--- src/hw/shsc_pkg.sv ---
// shared constants and types of the standby halt/stop controller
// assumes one 50 MHz clock and a core that pulses its instruction events
package shsc_pkg;

    // gray coded along run -> stop -> settle and run -> halt
    typedef enum logic [1:0] {
        SHSC_RUN    = 2'b00,
        SHSC_STOP   = 2'b01,
        SHSC_SETTLE = 2'b11,
        SHSC_HALT   = 2'b10
    } shsc_state_e;

    // standby instruction operands
    localparam logic [3:0]  SHSC_OP_TIMER = 4'h2;
    localparam logic [3:0]  SHSC_OP_KEY   = 4'h8;

    // request flag positions, lowest index is highest priority
    localparam int          SHSC_NFLG     = 3;
    localparam int          SHSC_FLG_TM   = 0;
    localparam int          SHSC_FLG_EXT  = 1;
    localparam int          SHSC_FLG_BTM  = 2;
    localparam logic [2:0]  SHSC_FLG_RST  = 3'h0;

    // interrupt vector addresses
    localparam logic [15:0] SHSC_VEC_TM   = 16'h0004;
    localparam logic [15:0] SHSC_VEC_EXT  = 16'h0003;
    localparam logic [15:0] SHSC_VEC_BTM  = 16'h0002;
    localparam logic [15:0] SHSC_VEC_NONE = 16'h0000;

    // settling timer tick: 64 us at the 50 MHz block clock
    localparam int          SHSC_CLK_MHZ  = 50;
    localparam int          SHSC_TICK_US  = 64;
    localparam int          SHSC_TICK_CYC = SHSC_TICK_US * SHSC_CLK_MHZ;
    localparam int          SHSC_PRE_W    = 12;
    localparam logic [7:0]  SHSC_CNT_RST  = 8'h00;

endpackage

--- src/hw/shsc_key_if.sv ---
// key and matrix port levels with their wake evaluation result
// assumes all levels are synchronous to the block clock
`timescale 1ns/1ps
interface shsc_key_if;
    logic [3:0]  port_a;
    logic [3:0]  port_b;
    logic [3:0]  port_c;
    logic [3:0]  port_d;
    logic [11:0] bcd_is_input;
    logic [3:0]  port_e;
    logic        e_enable;
    logic [2:0]  port_f;
    logic        port_g;
    logic        fg_enable;
    logic        clear_level;
    logic        key_active;
    logic        key_idle;

    modport src (
        output port_a, port_b, port_c, port_d, bcd_is_input,
        output port_e, e_enable, port_f, port_g, fg_enable, clear_level,
        input  key_active, key_idle
    );
    modport eval (
        input  port_a, port_b, port_c, port_d, bcd_is_input,
        input  port_e, e_enable, port_f, port_g, fg_enable, clear_level,
        output key_active, key_idle
    );
endinterface

--- src/hw/shsc_key_eval.sv ---
// combinational key-port wake detector
// assumes the pins are levels; works with the oscillator stopped
`timescale 1ns/1ps
module shsc_key_eval
    import shsc_pkg::*;
(
    shsc_key_if.eval k
);
    logic [11:0] bcd_lvl;
    logic        a_low;
    logic        bcd_low;
    logic        e_low;
    logic        fg_clr;

    assign bcd_lvl = {k.port_d, k.port_c, k.port_b};
    assign a_low   = ~&k.port_a;
    assign bcd_low = |(k.bcd_is_input & ~bcd_lvl);
    assign e_low   = k.e_enable & ~&k.port_e;
    // matrix F and G inputs wake when they sit at the clear level
    assign fg_clr  = k.fg_enable &
                     (|({k.port_g, k.port_f} ~^ {4{k.clear_level}}));

    assign k.key_active = a_low | bcd_low | e_low | fg_clr;
    assign k.key_idle   = ~k.key_active;
endmodule

--- src/hw/shsc_timer.sv ---
// 8-bit modulo timer with a 64 us prescaler
// assumes restart is a one-cycle pulse from the controller
`timescale 1ns/1ps
module shsc_timer
    import shsc_pkg::*;
#(
    parameter int TICK_CYCLES = SHSC_TICK_CYC
) (
    input  wire logic       mclk,
    input  wire logic       arst_n,
    input  wire logic       restart,
    input  wire logic       run,
    input  wire logic [7:0] modulo,
    output logic            match_q
);
    localparam logic [SHSC_PRE_W-1:0] PRE_LAST =
        SHSC_PRE_W'(TICK_CYCLES - 1);
    localparam logic [SHSC_PRE_W-1:0] PRE_ZERO = '0;

    logic [SHSC_PRE_W-1:0] pre_q;
    logic [7:0]            cnt_q;
    logic                  tick;

    assign tick = run & ~restart & (pre_q == PRE_LAST);

    always_ff @(posedge mclk or negedge arst_n) begin
        if (!arst_n) begin
            pre_q <= PRE_ZERO;
        end else if (restart || tick) begin
            pre_q <= PRE_ZERO;
        end else if (run) begin
            pre_q <= pre_q + 1'b1;
        end
    end

    always_ff @(posedge mclk or negedge arst_n) begin
        if (!arst_n) begin
            cnt_q <= SHSC_CNT_RST;
        end else if (restart) begin
            cnt_q <= SHSC_CNT_RST;
        end else if (tick) begin
            cnt_q <= (cnt_q == modulo) ? SHSC_CNT_RST : cnt_q + 1'b1;
        end
    end

    always_ff @(posedge mclk or negedge arst_n) begin
        if (!arst_n) begin
            match_q <= 1'b0;
        end else begin
            match_q <= tick & (cnt_q == modulo);
        end
    end

    property p_tmr_match;
        @(posedge mclk) disable iff (!arst_n)
        match_q |-> $past(cnt_q) == $past(modulo) && cnt_q == SHSC_CNT_RST;
    endproperty
    a_tmr_match: assert property (p_tmr_match)
        else $error("timer match without counter equal to modulo");
endmodule

--- src/hw/shsc_top.sv ---
// standby controller: halt, stop, settling wait and interrupt gating
// assumes instruction events are one-cycle pulses from the core
`timescale 1ns/1ps
module shsc_top
    import shsc_pkg::*;
#(
    parameter int TICK_CYCLES = SHSC_TICK_CYC
) (
    input  wire logic        mclk,
    input  wire logic        arst_n,
    input  wire logic        instr_end,
    input  wire logic        instr_halt,
    input  wire logic        instr_stop,
    input  wire logic [3:0]  instr_operand,
    input  wire logic        unmask_all_instr,
    input  wire logic        mask_all_instr,
    input  wire logic        timer_source_enable,
    input  wire logic        interval_source_enable,
    input  wire logic        ext_pin_source_enable,
    input  wire logic        timer_run_enable,
    input  wire logic [7:0]  timer_modulo_value,
    input  wire logic        interval_event,
    input  wire logic        int_pin,
    input  wire logic        int_pin_select,
    input  wire logic        int_edge_falling,
    input  wire logic        flag_wr,
    input  wire logic [2:0]  flag_wdata,
    input  wire logic [3:0]  key_port_a,
    input  wire logic [3:0]  key_port_b,
    input  wire logic [3:0]  key_port_c,
    input  wire logic [3:0]  key_port_d,
    input  wire logic [11:0] key_bcd_is_input,
    input  wire logic [3:0]  matrix_port_e,
    input  wire logic        matrix_e_enable,
    input  wire logic [2:0]  matrix_port_f,
    input  wire logic        matrix_port_g,
    input  wire logic        matrix_fg_enable,
    input  wire logic        matrix_clear_level,
    output logic             cpu_hold_q,
    output logic             osc_run_q,
    output logic             interval_run_q,
    output logic             resume_q,
    output logic             nop_q,
    output logic             irq_take_q,
    output logic [15:0]      irq_vector_q,
    output logic             timer_request_flag_q,
    output logic             ext_pin_request_flag_q,
    output logic             interval_request_flag_q,
    output logic             global_irq_enable_q
);
    shsc_key_if keys ();

    shsc_state_e           state_q;
    shsc_state_e           state_d;
    logic [3:0]            op_q;
    logic [SHSC_NFLG-1:0]  flag_q;
    logic [SHSC_NFLG-1:0]  flag_set;
    logic [SHSC_NFLG-1:0]  flag_clr;
    logic [SHSC_NFLG-1:0]  src_en;
    logic [SHSC_NFLG-1:0]  pend_en;
    logic [SHSC_NFLG-1:0]  take_sel;
    logic                  ei_wait_q;
    logic                  int_prev_q;
    logic                  int_armed_q;
    logic                  int_edge;
    logic                  ack_ok;
    logic                  tm_match;
    logic                  tmr_restart;
    logic                  halt_ok;
    logic                  stop_ok;
    logic                  halt_wake;
    logic                  halt_vec;
    logic                  stop_wake;
    logic                  take_run;
    logic                  take;
    logic                  resume;
    logic                  nop;
    logic [15:0]           vec_d;

    assign keys.port_a       = key_port_a;
    assign keys.port_b       = key_port_b;
    assign keys.port_c       = key_port_c;
    assign keys.port_d       = key_port_d;
    assign keys.bcd_is_input = key_bcd_is_input;
    assign keys.port_e       = matrix_port_e;
    assign keys.e_enable     = matrix_e_enable;
    assign keys.port_f       = matrix_port_f;
    assign keys.port_g       = matrix_port_g;
    assign keys.fg_enable    = matrix_fg_enable;
    assign keys.clear_level  = matrix_clear_level;

    shsc_key_eval u_keys (
        .k (keys)
    );

    shsc_timer #(
        .TICK_CYCLES (TICK_CYCLES)
    ) u_timer (
        .mclk    (mclk),
        .arst_n  (arst_n),
        .restart (tmr_restart),
        .run     (osc_run_q & (timer_run_enable | state_q == SHSC_SETTLE)),
        .modulo  (timer_modulo_value),
        .match_q (tm_match)
    );

    assign src_en[SHSC_FLG_TM]  = timer_source_enable;
    assign src_en[SHSC_FLG_EXT] = ext_pin_source_enable;
    assign src_en[SHSC_FLG_BTM] = interval_source_enable;
    assign pend_en              = flag_q & src_en;

    // interrupt pin edge on the selected polarity, none before first sample
    assign int_edge = int_pin_select & int_armed_q &
                      (int_edge_falling ? (int_prev_q & ~int_pin)
                                        : (~int_prev_q & int_pin));

    assign ack_ok = global_irq_enable_q & ~ei_wait_q & ~unmask_all_instr;

    always_comb begin
        halt_ok = 1'b0;
        if (instr_operand == SHSC_OP_TIMER) begin
            halt_ok = ~flag_q[SHSC_FLG_TM];
        end else if (instr_operand == SHSC_OP_KEY) begin
            halt_ok = ~|pend_en & keys.key_idle;
        end
    end

    assign stop_ok = (instr_operand == SHSC_OP_KEY) & keys.key_idle &
                     ~pend_en[SHSC_FLG_EXT];

    assign stop_wake = keys.key_active | pend_en[SHSC_FLG_EXT];

    always_comb begin
        halt_wake = 1'b0;
        halt_vec  = 1'b0;
        if (op_q == SHSC_OP_TIMER) begin
            halt_wake = flag_q[SHSC_FLG_TM];
            halt_vec  = global_irq_enable_q & pend_en[SHSC_FLG_TM];
        end else if (keys.key_active) begin
            halt_wake = 1'b1;
        end else if (|pend_en) begin
            halt_wake = 1'b1;
            halt_vec  = global_irq_enable_q;
        end
    end

    assign take_run = (state_q == SHSC_RUN) & instr_end & ack_ok &
                      (|pend_en) & ~instr_halt & ~instr_stop;
    assign take     = take_run |
                      ((state_q == SHSC_HALT) & halt_wake & halt_vec);

    always_comb begin
        take_sel = '0;
        vec_d    = SHSC_VEC_NONE;
        if (pend_en[SHSC_FLG_TM]) begin
            take_sel[SHSC_FLG_TM] = 1'b1;
            vec_d                 = SHSC_VEC_TM;
        end else if (pend_en[SHSC_FLG_EXT]) begin
            take_sel[SHSC_FLG_EXT] = 1'b1;
            vec_d                  = SHSC_VEC_EXT;
        end else if (pend_en[SHSC_FLG_BTM]) begin
            take_sel[SHSC_FLG_BTM] = 1'b1;
            vec_d                  = SHSC_VEC_BTM;
        end
    end

    always_comb begin
        state_d     = state_q;
        resume      = 1'b0;
        nop         = 1'b0;
        tmr_restart = 1'b0;
        case (state_q)
            SHSC_RUN: begin
                if (instr_halt) begin
                    if (halt_ok) begin
                        state_d = SHSC_HALT;
                    end else begin
                        nop = 1'b1;
                    end
                end else if (instr_stop) begin
                    if (stop_ok) begin
                        state_d = SHSC_STOP;
                    end else begin
                        nop = 1'b1;
                    end
                end
            end
            SHSC_HALT: begin
                if (halt_wake) begin
                    state_d = SHSC_RUN;
                    resume  = ~halt_vec;
                end
            end
            SHSC_STOP: begin
                if (stop_wake) begin
                    state_d     = SHSC_SETTLE;
                    tmr_restart = 1'b1;
                end
            end
            SHSC_SETTLE: begin
                if (tm_match) begin
                    state_d = SHSC_RUN;
                    resume  = 1'b1;
                end
            end
            default: begin
                state_d = SHSC_RUN;
            end
        endcase
    end

    always_ff @(posedge mclk or negedge arst_n) begin
        if (!arst_n) begin
            state_q <= SHSC_RUN;
            op_q    <= SHSC_OP_KEY;
        end else begin
            state_q <= state_d;
            if (state_q == SHSC_RUN && instr_halt) begin
                op_q <= instr_operand;
            end else if (state_q == SHSC_STOP) begin
                op_q <= SHSC_OP_TIMER;
            end
        end
    end

    always_ff @(posedge mclk or negedge arst_n) begin
        if (!arst_n) begin
            cpu_hold_q     <= 1'b0;
            osc_run_q      <= 1'b1;
            interval_run_q <= 1'b1;
            resume_q       <= 1'b0;
            nop_q          <= 1'b0;
            irq_take_q     <= 1'b0;
            irq_vector_q   <= SHSC_VEC_NONE;
        end else begin
            cpu_hold_q     <= state_d != SHSC_RUN;
            osc_run_q      <= state_d != SHSC_STOP;
            interval_run_q <= state_d != SHSC_STOP;
            resume_q       <= resume;
            nop_q          <= nop;
            irq_take_q     <= take;
            irq_vector_q   <= take ? vec_d : SHSC_VEC_NONE;
        end
    end

    // request flag events; the stopped clock holds back the timers
    assign flag_set[SHSC_FLG_TM]  = tm_match;
    assign flag_set[SHSC_FLG_EXT] = int_edge;
    assign flag_set[SHSC_FLG_BTM] = interval_event & osc_run_q;
    assign flag_clr = (take ? take_sel : '0) |
                      (flag_wr ? ~flag_wdata : '0) |
                      (tmr_restart ? (3'h1 << SHSC_FLG_TM) : '0);

    always_ff @(posedge mclk or negedge arst_n) begin
        if (!arst_n) begin
            flag_q <= SHSC_FLG_RST;
        end else begin
            flag_q <= (flag_q & ~flag_clr) | flag_set |
                      (flag_wr ? flag_wdata : '0);
        end
    end

    assign timer_request_flag_q    = flag_q[SHSC_FLG_TM];
    assign ext_pin_request_flag_q  = flag_q[SHSC_FLG_EXT];
    assign interval_request_flag_q = flag_q[SHSC_FLG_BTM];

    always_ff @(posedge mclk or negedge arst_n) begin
        if (!arst_n) begin
            int_prev_q  <= 1'b0;
            int_armed_q <= 1'b0;
        end else begin
            int_prev_q  <= int_pin;
            int_armed_q <= 1'b1;
        end
    end

    always_ff @(posedge mclk or negedge arst_n) begin
        if (!arst_n) begin
            global_irq_enable_q <= 1'b0;
            ei_wait_q           <= 1'b0;
        end else begin
            if (mask_all_instr || take) begin
                global_irq_enable_q <= 1'b0;
            end else if (unmask_all_instr) begin
                global_irq_enable_q <= 1'b1;
            end
            if (unmask_all_instr) begin
                ei_wait_q <= 1'b1;
            end else if (instr_end) begin
                ei_wait_q <= 1'b0;
            end
        end
    end

    property p_ei_hold;
        @(posedge mclk) disable iff (!arst_n)
        (ei_wait_q || unmask_all_instr) |=> !irq_take_q;
    endproperty
    a_ei_hold: assert property (p_ei_hold)
        else $error("interrupt taken right after unmask");

    property p_halt_clk;
        @(posedge mclk) disable iff (!arst_n)
        (state_q == SHSC_HALT) |-> cpu_hold_q && osc_run_q;
    endproperty
    a_halt_clk: assert property (p_halt_clk)
        else $error("halt without hold or with clock off");

    property p_stop_hold;
        @(posedge mclk) disable iff (!arst_n)
        (state_q == SHSC_STOP && !stop_wake) |=>
            state_q == SHSC_STOP && !osc_run_q;
    endproperty
    a_stop_hold: assert property (p_stop_hold)
        else $error("stop left without wake");

    property p_tm_entry;
        @(posedge mclk) disable iff (!arst_n)
        (state_q == SHSC_RUN && instr_halt &&
         instr_operand == SHSC_OP_TIMER && !flag_q[SHSC_FLG_TM]) |=>
            state_q == SHSC_HALT && cpu_hold_q;
    endproperty
    a_tm_entry: assert property (p_tm_entry)
        else $error("timer halt not entered");

    property p_key_nop;
        @(posedge mclk) disable iff (!arst_n)
        (state_q == SHSC_RUN && instr_halt &&
         instr_operand == SHSC_OP_KEY && keys.key_active) |=>
            nop_q && state_q == SHSC_RUN;
    endproperty
    a_key_nop: assert property (p_key_nop)
        else $error("key halt entered with a pin low");

    property p_pin_wake;
        @(posedge mclk) disable iff (!arst_n)
        (state_q == SHSC_HALT && op_q == SHSC_OP_KEY && keys.key_active)
            |=> resume_q && !irq_take_q && state_q == SHSC_RUN;
    endproperty
    a_pin_wake: assert property (p_pin_wake)
        else $error("pin wake did not resume after halt");

    property p_tm_vec;
        @(posedge mclk) disable iff (!arst_n)
        (state_q == SHSC_HALT && op_q == SHSC_OP_TIMER &&
         pend_en[SHSC_FLG_TM] && global_irq_enable_q) |=>
            irq_take_q && irq_vector_q == SHSC_VEC_TM;
    endproperty
    a_tm_vec: assert property (p_tm_vec)
        else $error("timer halt did not vector");

    property p_stop_rel;
        @(posedge mclk) disable iff (!arst_n)
        (state_q == SHSC_STOP && stop_wake) |=>
            state_q == SHSC_SETTLE && osc_run_q && !flag_q[SHSC_FLG_TM];
    endproperty
    a_stop_rel: assert property (p_stop_rel)
        else $error("stop release sequence wrong");

    property p_settle_end;
        @(posedge mclk) disable iff (!arst_n)
        (state_q == SHSC_SETTLE && tm_match) |=>
            resume_q && state_q == SHSC_RUN && flag_q[SHSC_FLG_TM];
    endproperty
    a_settle_end: assert property (p_settle_end)
        else $error("settling wait did not end on match");

    property p_prio;
        @(posedge mclk) disable iff (!arst_n)
        (irq_take_q && irq_vector_q != SHSC_VEC_TM) |->
            !$past(pend_en[SHSC_FLG_TM]);
    endproperty
    a_prio: assert property (p_prio)
        else $error("lower priority taken over timer");

    property p_set_wins;
        @(posedge mclk) disable iff (!arst_n)
        (int_edge && flag_wr && !flag_wdata[SHSC_FLG_EXT]) |=>
            flag_q[SHSC_FLG_EXT];
    endproperty
    a_set_wins: assert property (p_set_wins)
        else $error("pin request lost against software clear");
endmodule

--- config.mk ---
export PLATFORM = sky130hd
export DESIGN_NAME = shsc_top
export DESIGN_NICKNAME = d
export VERILOG_FILES = /design/src/hw/shsc_pkg.sv /design/src/hw/shsc_key_if.sv /design/src/hw/shsc_key_eval.sv /design/src/hw/shsc_timer.sv /design/src/hw/shsc_top.sv
export SDC_FILE = /design/constraint.sdc
export NUM_CORES = 1
export LEC_CHECK = 0
export ABC_AREA = 1
export BUFFER_PORTS_ARGS = -buffer_cell sky130_fd_sc_hd__buf_4
export CAP_MARGIN = 40
export CELL_PAD_IN_SITES_DETAIL_PLACEMENT = 0
export CELL_PAD_IN_SITES_GLOBAL_PLACEMENT = 1
export CORE_MARGIN = 8
export CORE_UTILIZATION = 36
export CTS_BUF_LIST = sky130_fd_sc_hd__clkbuf_4
export DETAILED_ROUTE_END_ITERATION = 12
export GPL_ROUTABILITY_DRIVEN = 0
export PLACE_DENSITY = 0.91
export SYNTH_ARGS = -nofsm -noshare
export SYNTH_HDL_FRONTEND = slang
export SYNTH_SLANG_ARGS = --single-unit
--- constraint.sdc ---
create_clock -name mclk -period 2 [get_ports mclk]
set_input_delay 0.2 -clock mclk [delete_from_list [all_inputs] [get_ports mclk]]
set_output_delay 0.2 -clock mclk [all_outputs]
set_load 0.1 [all_outputs]
# Word-level counts from Yosys, hierarchy flattened
# Cells that the tools add are included.
# word_totals
regBits,55
in_bits,70
output_inout_bits,26
word_cells,148
# classes
addsub,2
n_eq_ne,9
n_mux,51
bitwise,52
reduce_logical,18
# ops
op,n
1-bit two-way mux,27
1-bit AND,24
12-bit two-way mux,2
8-bit two-way mux,3
2-bit two-way mux,10
16-bit two-way mux,1
12-bit by 1-bit adder with 12-bit output (second input constant),1
12-bit AND,1
12-bit == test (second input constant),1
3-bit two-way mux,4
12-bit inverter,1
2-bit nonzero test,6
12-bit OR reduction,1
1-bit inverter,11
3-bit bitwise OR,3
8-bit by 1-bit adder with 8-bit output (second input constant),1
4-bit by 2-bit == test with 1-bit output (second input constant),2
8-bit == test,1
4-bit two-way mux,2
2-bit case mux with 4 select lines,1
4-bit AND reduction,2
3-bit AND,2
3-bit inverter,2
1-bit bitwise OR,6
other kinds (13),17

# Logic depth before layout (Yosys ltp)
# depth
word_depth,18
mapped_depth,14
depth_no_buf,14

# Modules after synthesis
# From an unflattened synthesis, not the netlist that was laid out.
# hier_totals
cells_unflattened,384
area_unflattened_um2,2790.2
# by_module_without_submodules
mod,instances,cells_per_inst,area_per_inst_um2,seq_area_each_um2
shsc_timer,1,179,1373.8,525.5
shsc_top,1,149,1188.6,528.0
shsc_key_eval,1,56,227.7,0.0

# Worst setup path before layout
# OpenSTA, ideal clock, no wires.
# synth_path
path_kind,flip-flop to flip-flop
startpoint,register flag_q[0]
endpoint,register flag_q[0]
setup_ns,0.119
arrival_time_ns,1.985
required_time_ns,1.881
slack_ns,-0.104
stages_incl_launch_ff,12
n_path_buf,0
synth_period_minus_slack_ns,2.104
cell_sequence,dfrtp_1 -> nand2_1 -> nand3_1 -> nand2_1 -> inv_1 -> nand4_1 -> nand2_1 -> nand3_1 -> nand2_1 -> nand2_1 -> nand2_1 -> nand2_1
# synth_between
elab_chain_len,15
word_cells_on_any_way,23
classes_between,8 x mux; 14 x bitwise; 1 x reduce/logical
# synth_rtl
element,line_no,rtl
"start, declared",shsc_top.sv:56,logic [SHSC_NFLG-1:0] flag_q;
"start signal, assigned",shsc_top.sv:258,flag_q <= (flag_q & ~flag_clr) | flag_set |
3-bit AND,shsc_top.sv:110,assign pend_en = flag_q & src_en;
3-bit OR reduction,"shsc_top.sv:141, shsc_top.sv:148",
1-bit two-way mux,shsc_top.sv:141,end else if (|pend_en) begin
1-bit two-way mux,shsc_top.sv:139,end else if (keys.key_active) begin
1-bit two-way mux,shsc_top.sv:136,if (op_q == SHSC_OP_TIMER) begin
1-bit AND (2 in series),shsc_top.sv:150,((state_q == SHSC_HALT) & halt_wake & halt_vec);
1-bit bitwise OR (*),shsc_top.sv:149,assign take = take_run |
via take,shsc_top.sv:75,logic take;
3-bit two-way mux (*),shsc_top.sv:250,assign flag_clr = (take ? take_sel : '0) |
3-bit bitwise OR (*),shsc_top.sv:250,
3-bit by 1-bit bitwise OR with 3-bit output (*),shsc_top.sv:251,(flag_wr ? ~flag_wdata : '0) |
3-bit inverter (*),shsc_top.sv:258,
3-bit AND (*),shsc_top.sv:258,
3-bit bitwise OR (*) (2 in series),shsc_top.sv:258,
# The timed path passes the listed nets; every way through them passes the cells marked *.
# A chain may end at the register's enable or synchronous reset.

==> summary.md <==
| Metric | Value |
|---|---|
| Status | `completed` |
| Asr flop ratio synth | `100%` |
| Worst-path maximum fanout | `17` |
| Setup crit start | `interval_run_q` |
| Internal power | `1.28 mW` |
| Slew Viols, Final | `0` |
| Setup CP Type | `flop to flop` |
| Worst-Margin Slew | `0.606 ns` |
| TritonCTS Buffers | `5` |
| Setup Skew | `0.0142 ns` |
| RSZ-0062 raised after global routing | `false` |
| Fin crit period | `1.70 ns` |
| Total Wirelength | `6460 µm` |
| Final #Nets | `507` |
| Mean Syn Cell Area | `7.47 µm²` |
| Ant diodes | `0` |
| Cell with the most instances after synthesis | `nand2_1` |
| DRC Markers | `0` |
| Core Region | `7100 µm²` |
| Final TNS setup | `0 ns` |
| Crit-path leading delay family | `simple AND/OR/NAND/NOR gates` |
| Vias in the first global route | `2,402` |
| Max_cap viols | `0` |
| First-pass DRT Iterations | `4` |
| Layout fillers | `731` |
| Hold_buf cts | `3` |
| Cell accounting for the most synthesized area | `dfrtp_1` |
| Max IR drop VDD | `0.367 mV` |
| Vias/cell | `4.45` |
| Clk pwr share | `21.5%` |
| Critical path, cell by cell | `nand2_2, inv_2, nand3_4, nor2_4, nand2_2, inv_2, nand3_4, nand2_4, nand4_1, nand2_1` |
| I/O pins | `96` |
| Leakage power | `1.81 nW` |
| Die X | `101 µm` |
| Via count | `2,382` |
| Starting DRT DRC Count | `90` |
| Pre-CTS WS | `0.271 ns` |
| Die Y-Extent | `101 µm` |
| Final Hold Viols | `0` |
| Data required, critical path | `2.31 ns` |
| Flop pwr share | `51.2%` |
| # setup viols final | `0` |
| Synth top area cells | `dfrtp_1 (39%), nand2_1 (11%), inv_1 (9.1%)` |
| Die area | `10,200 µm²` |
| R2r startpoint | `interval_run_q` |
| CP max-delay cell | `dfstp_2` |
| Inst Count DP | `524` |
| Area delta synth->final | `29.1%` |
| Post-DP HPWL | `5370 µm` |
| Post-synthesis cell type count | `37` |
| Layout cells sized above 1 | `27.1%` |
| Largest net degree at the start of global routing | `43` |
| Startpoint types | `flop` |
| Flops & latches, synth | `42` |
| Syn. warnings | `0` |
| HP Start | `unmask_all_instr` |
| CTS Buffer Depth | `2` |
| Cell Area, Synth | `2590 µm²` |
| CP Buf/Inv Count | `2` |
| CP max stage delay | `0.61 ns` |
| Logic pwr share | `27.3%` |
| EDFF count, synth | `0` |
| Most frequent cells after synthesis | `nand2_1 (76), inv_1 (63), dfrtp_1 (40), nor2_1 (31), nand3_1 (24)` |
| Critical Path Sink Type | `flop` |
| First-pass GRT wire length | `10,700 µm` |
| Rel. slew slack | `59.2%` |
| Clock sinks | `42` |
| Initial Util | `36.5%` |
| Final worst path period share | `85.2%` |
| H-tree Lvls | `2` |
| Wire per inst | `12.1 µm` |
| Port Buf Inserts | `82` |
| CP arrival | `2.01 ns` |
| Root buffer cell | `clkbuf_4` |
| Tot GR Track Use | `13.2%` |
| Max Fclk | `587 MHz` |
| Grt total ovfl | `0` |
| Pwr dens | `584 nW/µm²` |
| Psw | `0.678 mW` |
| Post-DRT Antenna Nets | `0` |
| Antenna violations before repair | `0` |
| Syn Inst Count | `347` |
| Clk slew on worst S/H paths | `0.12 ns` |
| Most used DFF post-synth | `dfrtp_1` |
| Sw Share | `34.6%` |
| Post-CTS setup buffers | `0` |
| Cts repair resizes | `0` |
| Min setup slack post-route | `0.295 ns` |
| CTS tree | `yes` |
| Synth top area share | `38.6%` |
| Register area share after synthesis | `40.6%` |
| Non-Filler Instances | `535` |
| Rows | `31` |
| Clock latency on the worst-skew pair | `0.36 ns` |
| Worst Hold Class | `input pin to flop` |
## placed cells by master (no fill, tap or decap), types with 7 or more instances in the layout
master / instances
xnor2_1: 7
buf_4: 83
nand3_1: 24
nand4_1: 9
nor2_1: 31
xor2_1: 9
nand2_1: 76
o21ai_0: 11
nor3_1: 7
inv_1: 63
dfrtp_1: 37
conb_1: 14
## sequential cells by signal, summed over array words and instances (netlist names)
name                 count
cpu_hold_q               1
ei_wait_q                1
flag_q                   3
global_irq_enable_q      1
int_armed_q              1
int_prev_q               1
interval_run_q           1
irq_take_q               1
irq_vector_q             3
nop_q                    1
op_q                     4
resume_q                 1
state_q                  2
u_timer.cnt_q            8
u_timer.match_q          1
u_timer.pre_q           12
## worst register-to-register path, delay by kind of cell, from the launching register on
family	cells	cell delay [ns]
buffers and inverters	2	0.18
and+or+nand+nor	8	0.88
DFF	1	0.61
## stage by stage
stage	utilization [%]	hold slack, ns	total power [mW]	cell area [µm²]
after floorplan	-	-0.0956	1.38	2640
after global placement	46.0	0.218	1.54	3260
after detailed placement	46.0	0.217	1.55	3260
after CTS	47.2	0.0412	1.98	3350
after global routing	47.2	0.0564	2.07	3350
final	47.2	0.0610	1.96	3350
## area by class of cell
type / instances / area [µm²] / share of cell area, %
clock buffers: 6 / 45.0 / 1.35
well taps: 99 / 124 / 3.70
inverters: 65 / 244 / 7.29
flip-flops and latches: 42 / 1060 / 31.6
multi-input cells: 235 / 1220 / 36.3
clock inverters: 2 / 8.76 / 0.262
repair buffers: 86 / 653 / 19.5
## path summary, 6_finish.rpt
| path | end | slack (ns) | cells past startpoint |
|---|---|---|---|
| worst max-delay path | u_timer.cnt_q[2] | 0.30 | 10 |
| min in group asynchronous | op_q[2] | 0.36 | 2 |
| worst max register to register | u_timer.cnt_q[2] | 0.30 | 10 |
| worst min register to register | ei_wait_q | 0.52 | 1 |
| max in group asynchronous | flag_q[1] | 1.25 | 2 |
| worst min-delay path | ei_wait_q | 0.06 | 2 |
## cell families after synthesis
family | count (synthesis) | synth area share, %
and+or+nand+nor | 171 | 31.3
buffers and inverters | 82 | 14.2
AOI/OAI and AO/OA | 32 | 7.19
DFF | 42 | 40.6
xor gates and xnor gates | 16 | 5.40
adders and majority gates | 2 | 0.965
other | 2 | 0.290
## layer usage
metal	vias to the layer above	global-route usage, %	wire length, µm
li1	1230	-	-
met1	1081	15.7	2850
met2	63	22.4	3200
met3	8	3.18	324
met4	0	5.23	86
met5	-	0	0
## power groups by stage
stage,Clock (mW),Sequential (mW),Combinational (mW)
after global placement,0,1.01,0.524
after detailed placement,0,1.02,0.533
final,0.421,1.00,0.534
after CTS,0.441,1.00,0.539
after global routing,0.470,1.01,0.589
after floorplan,0,1.06,0.323
(Power assumes the default switching activity.)
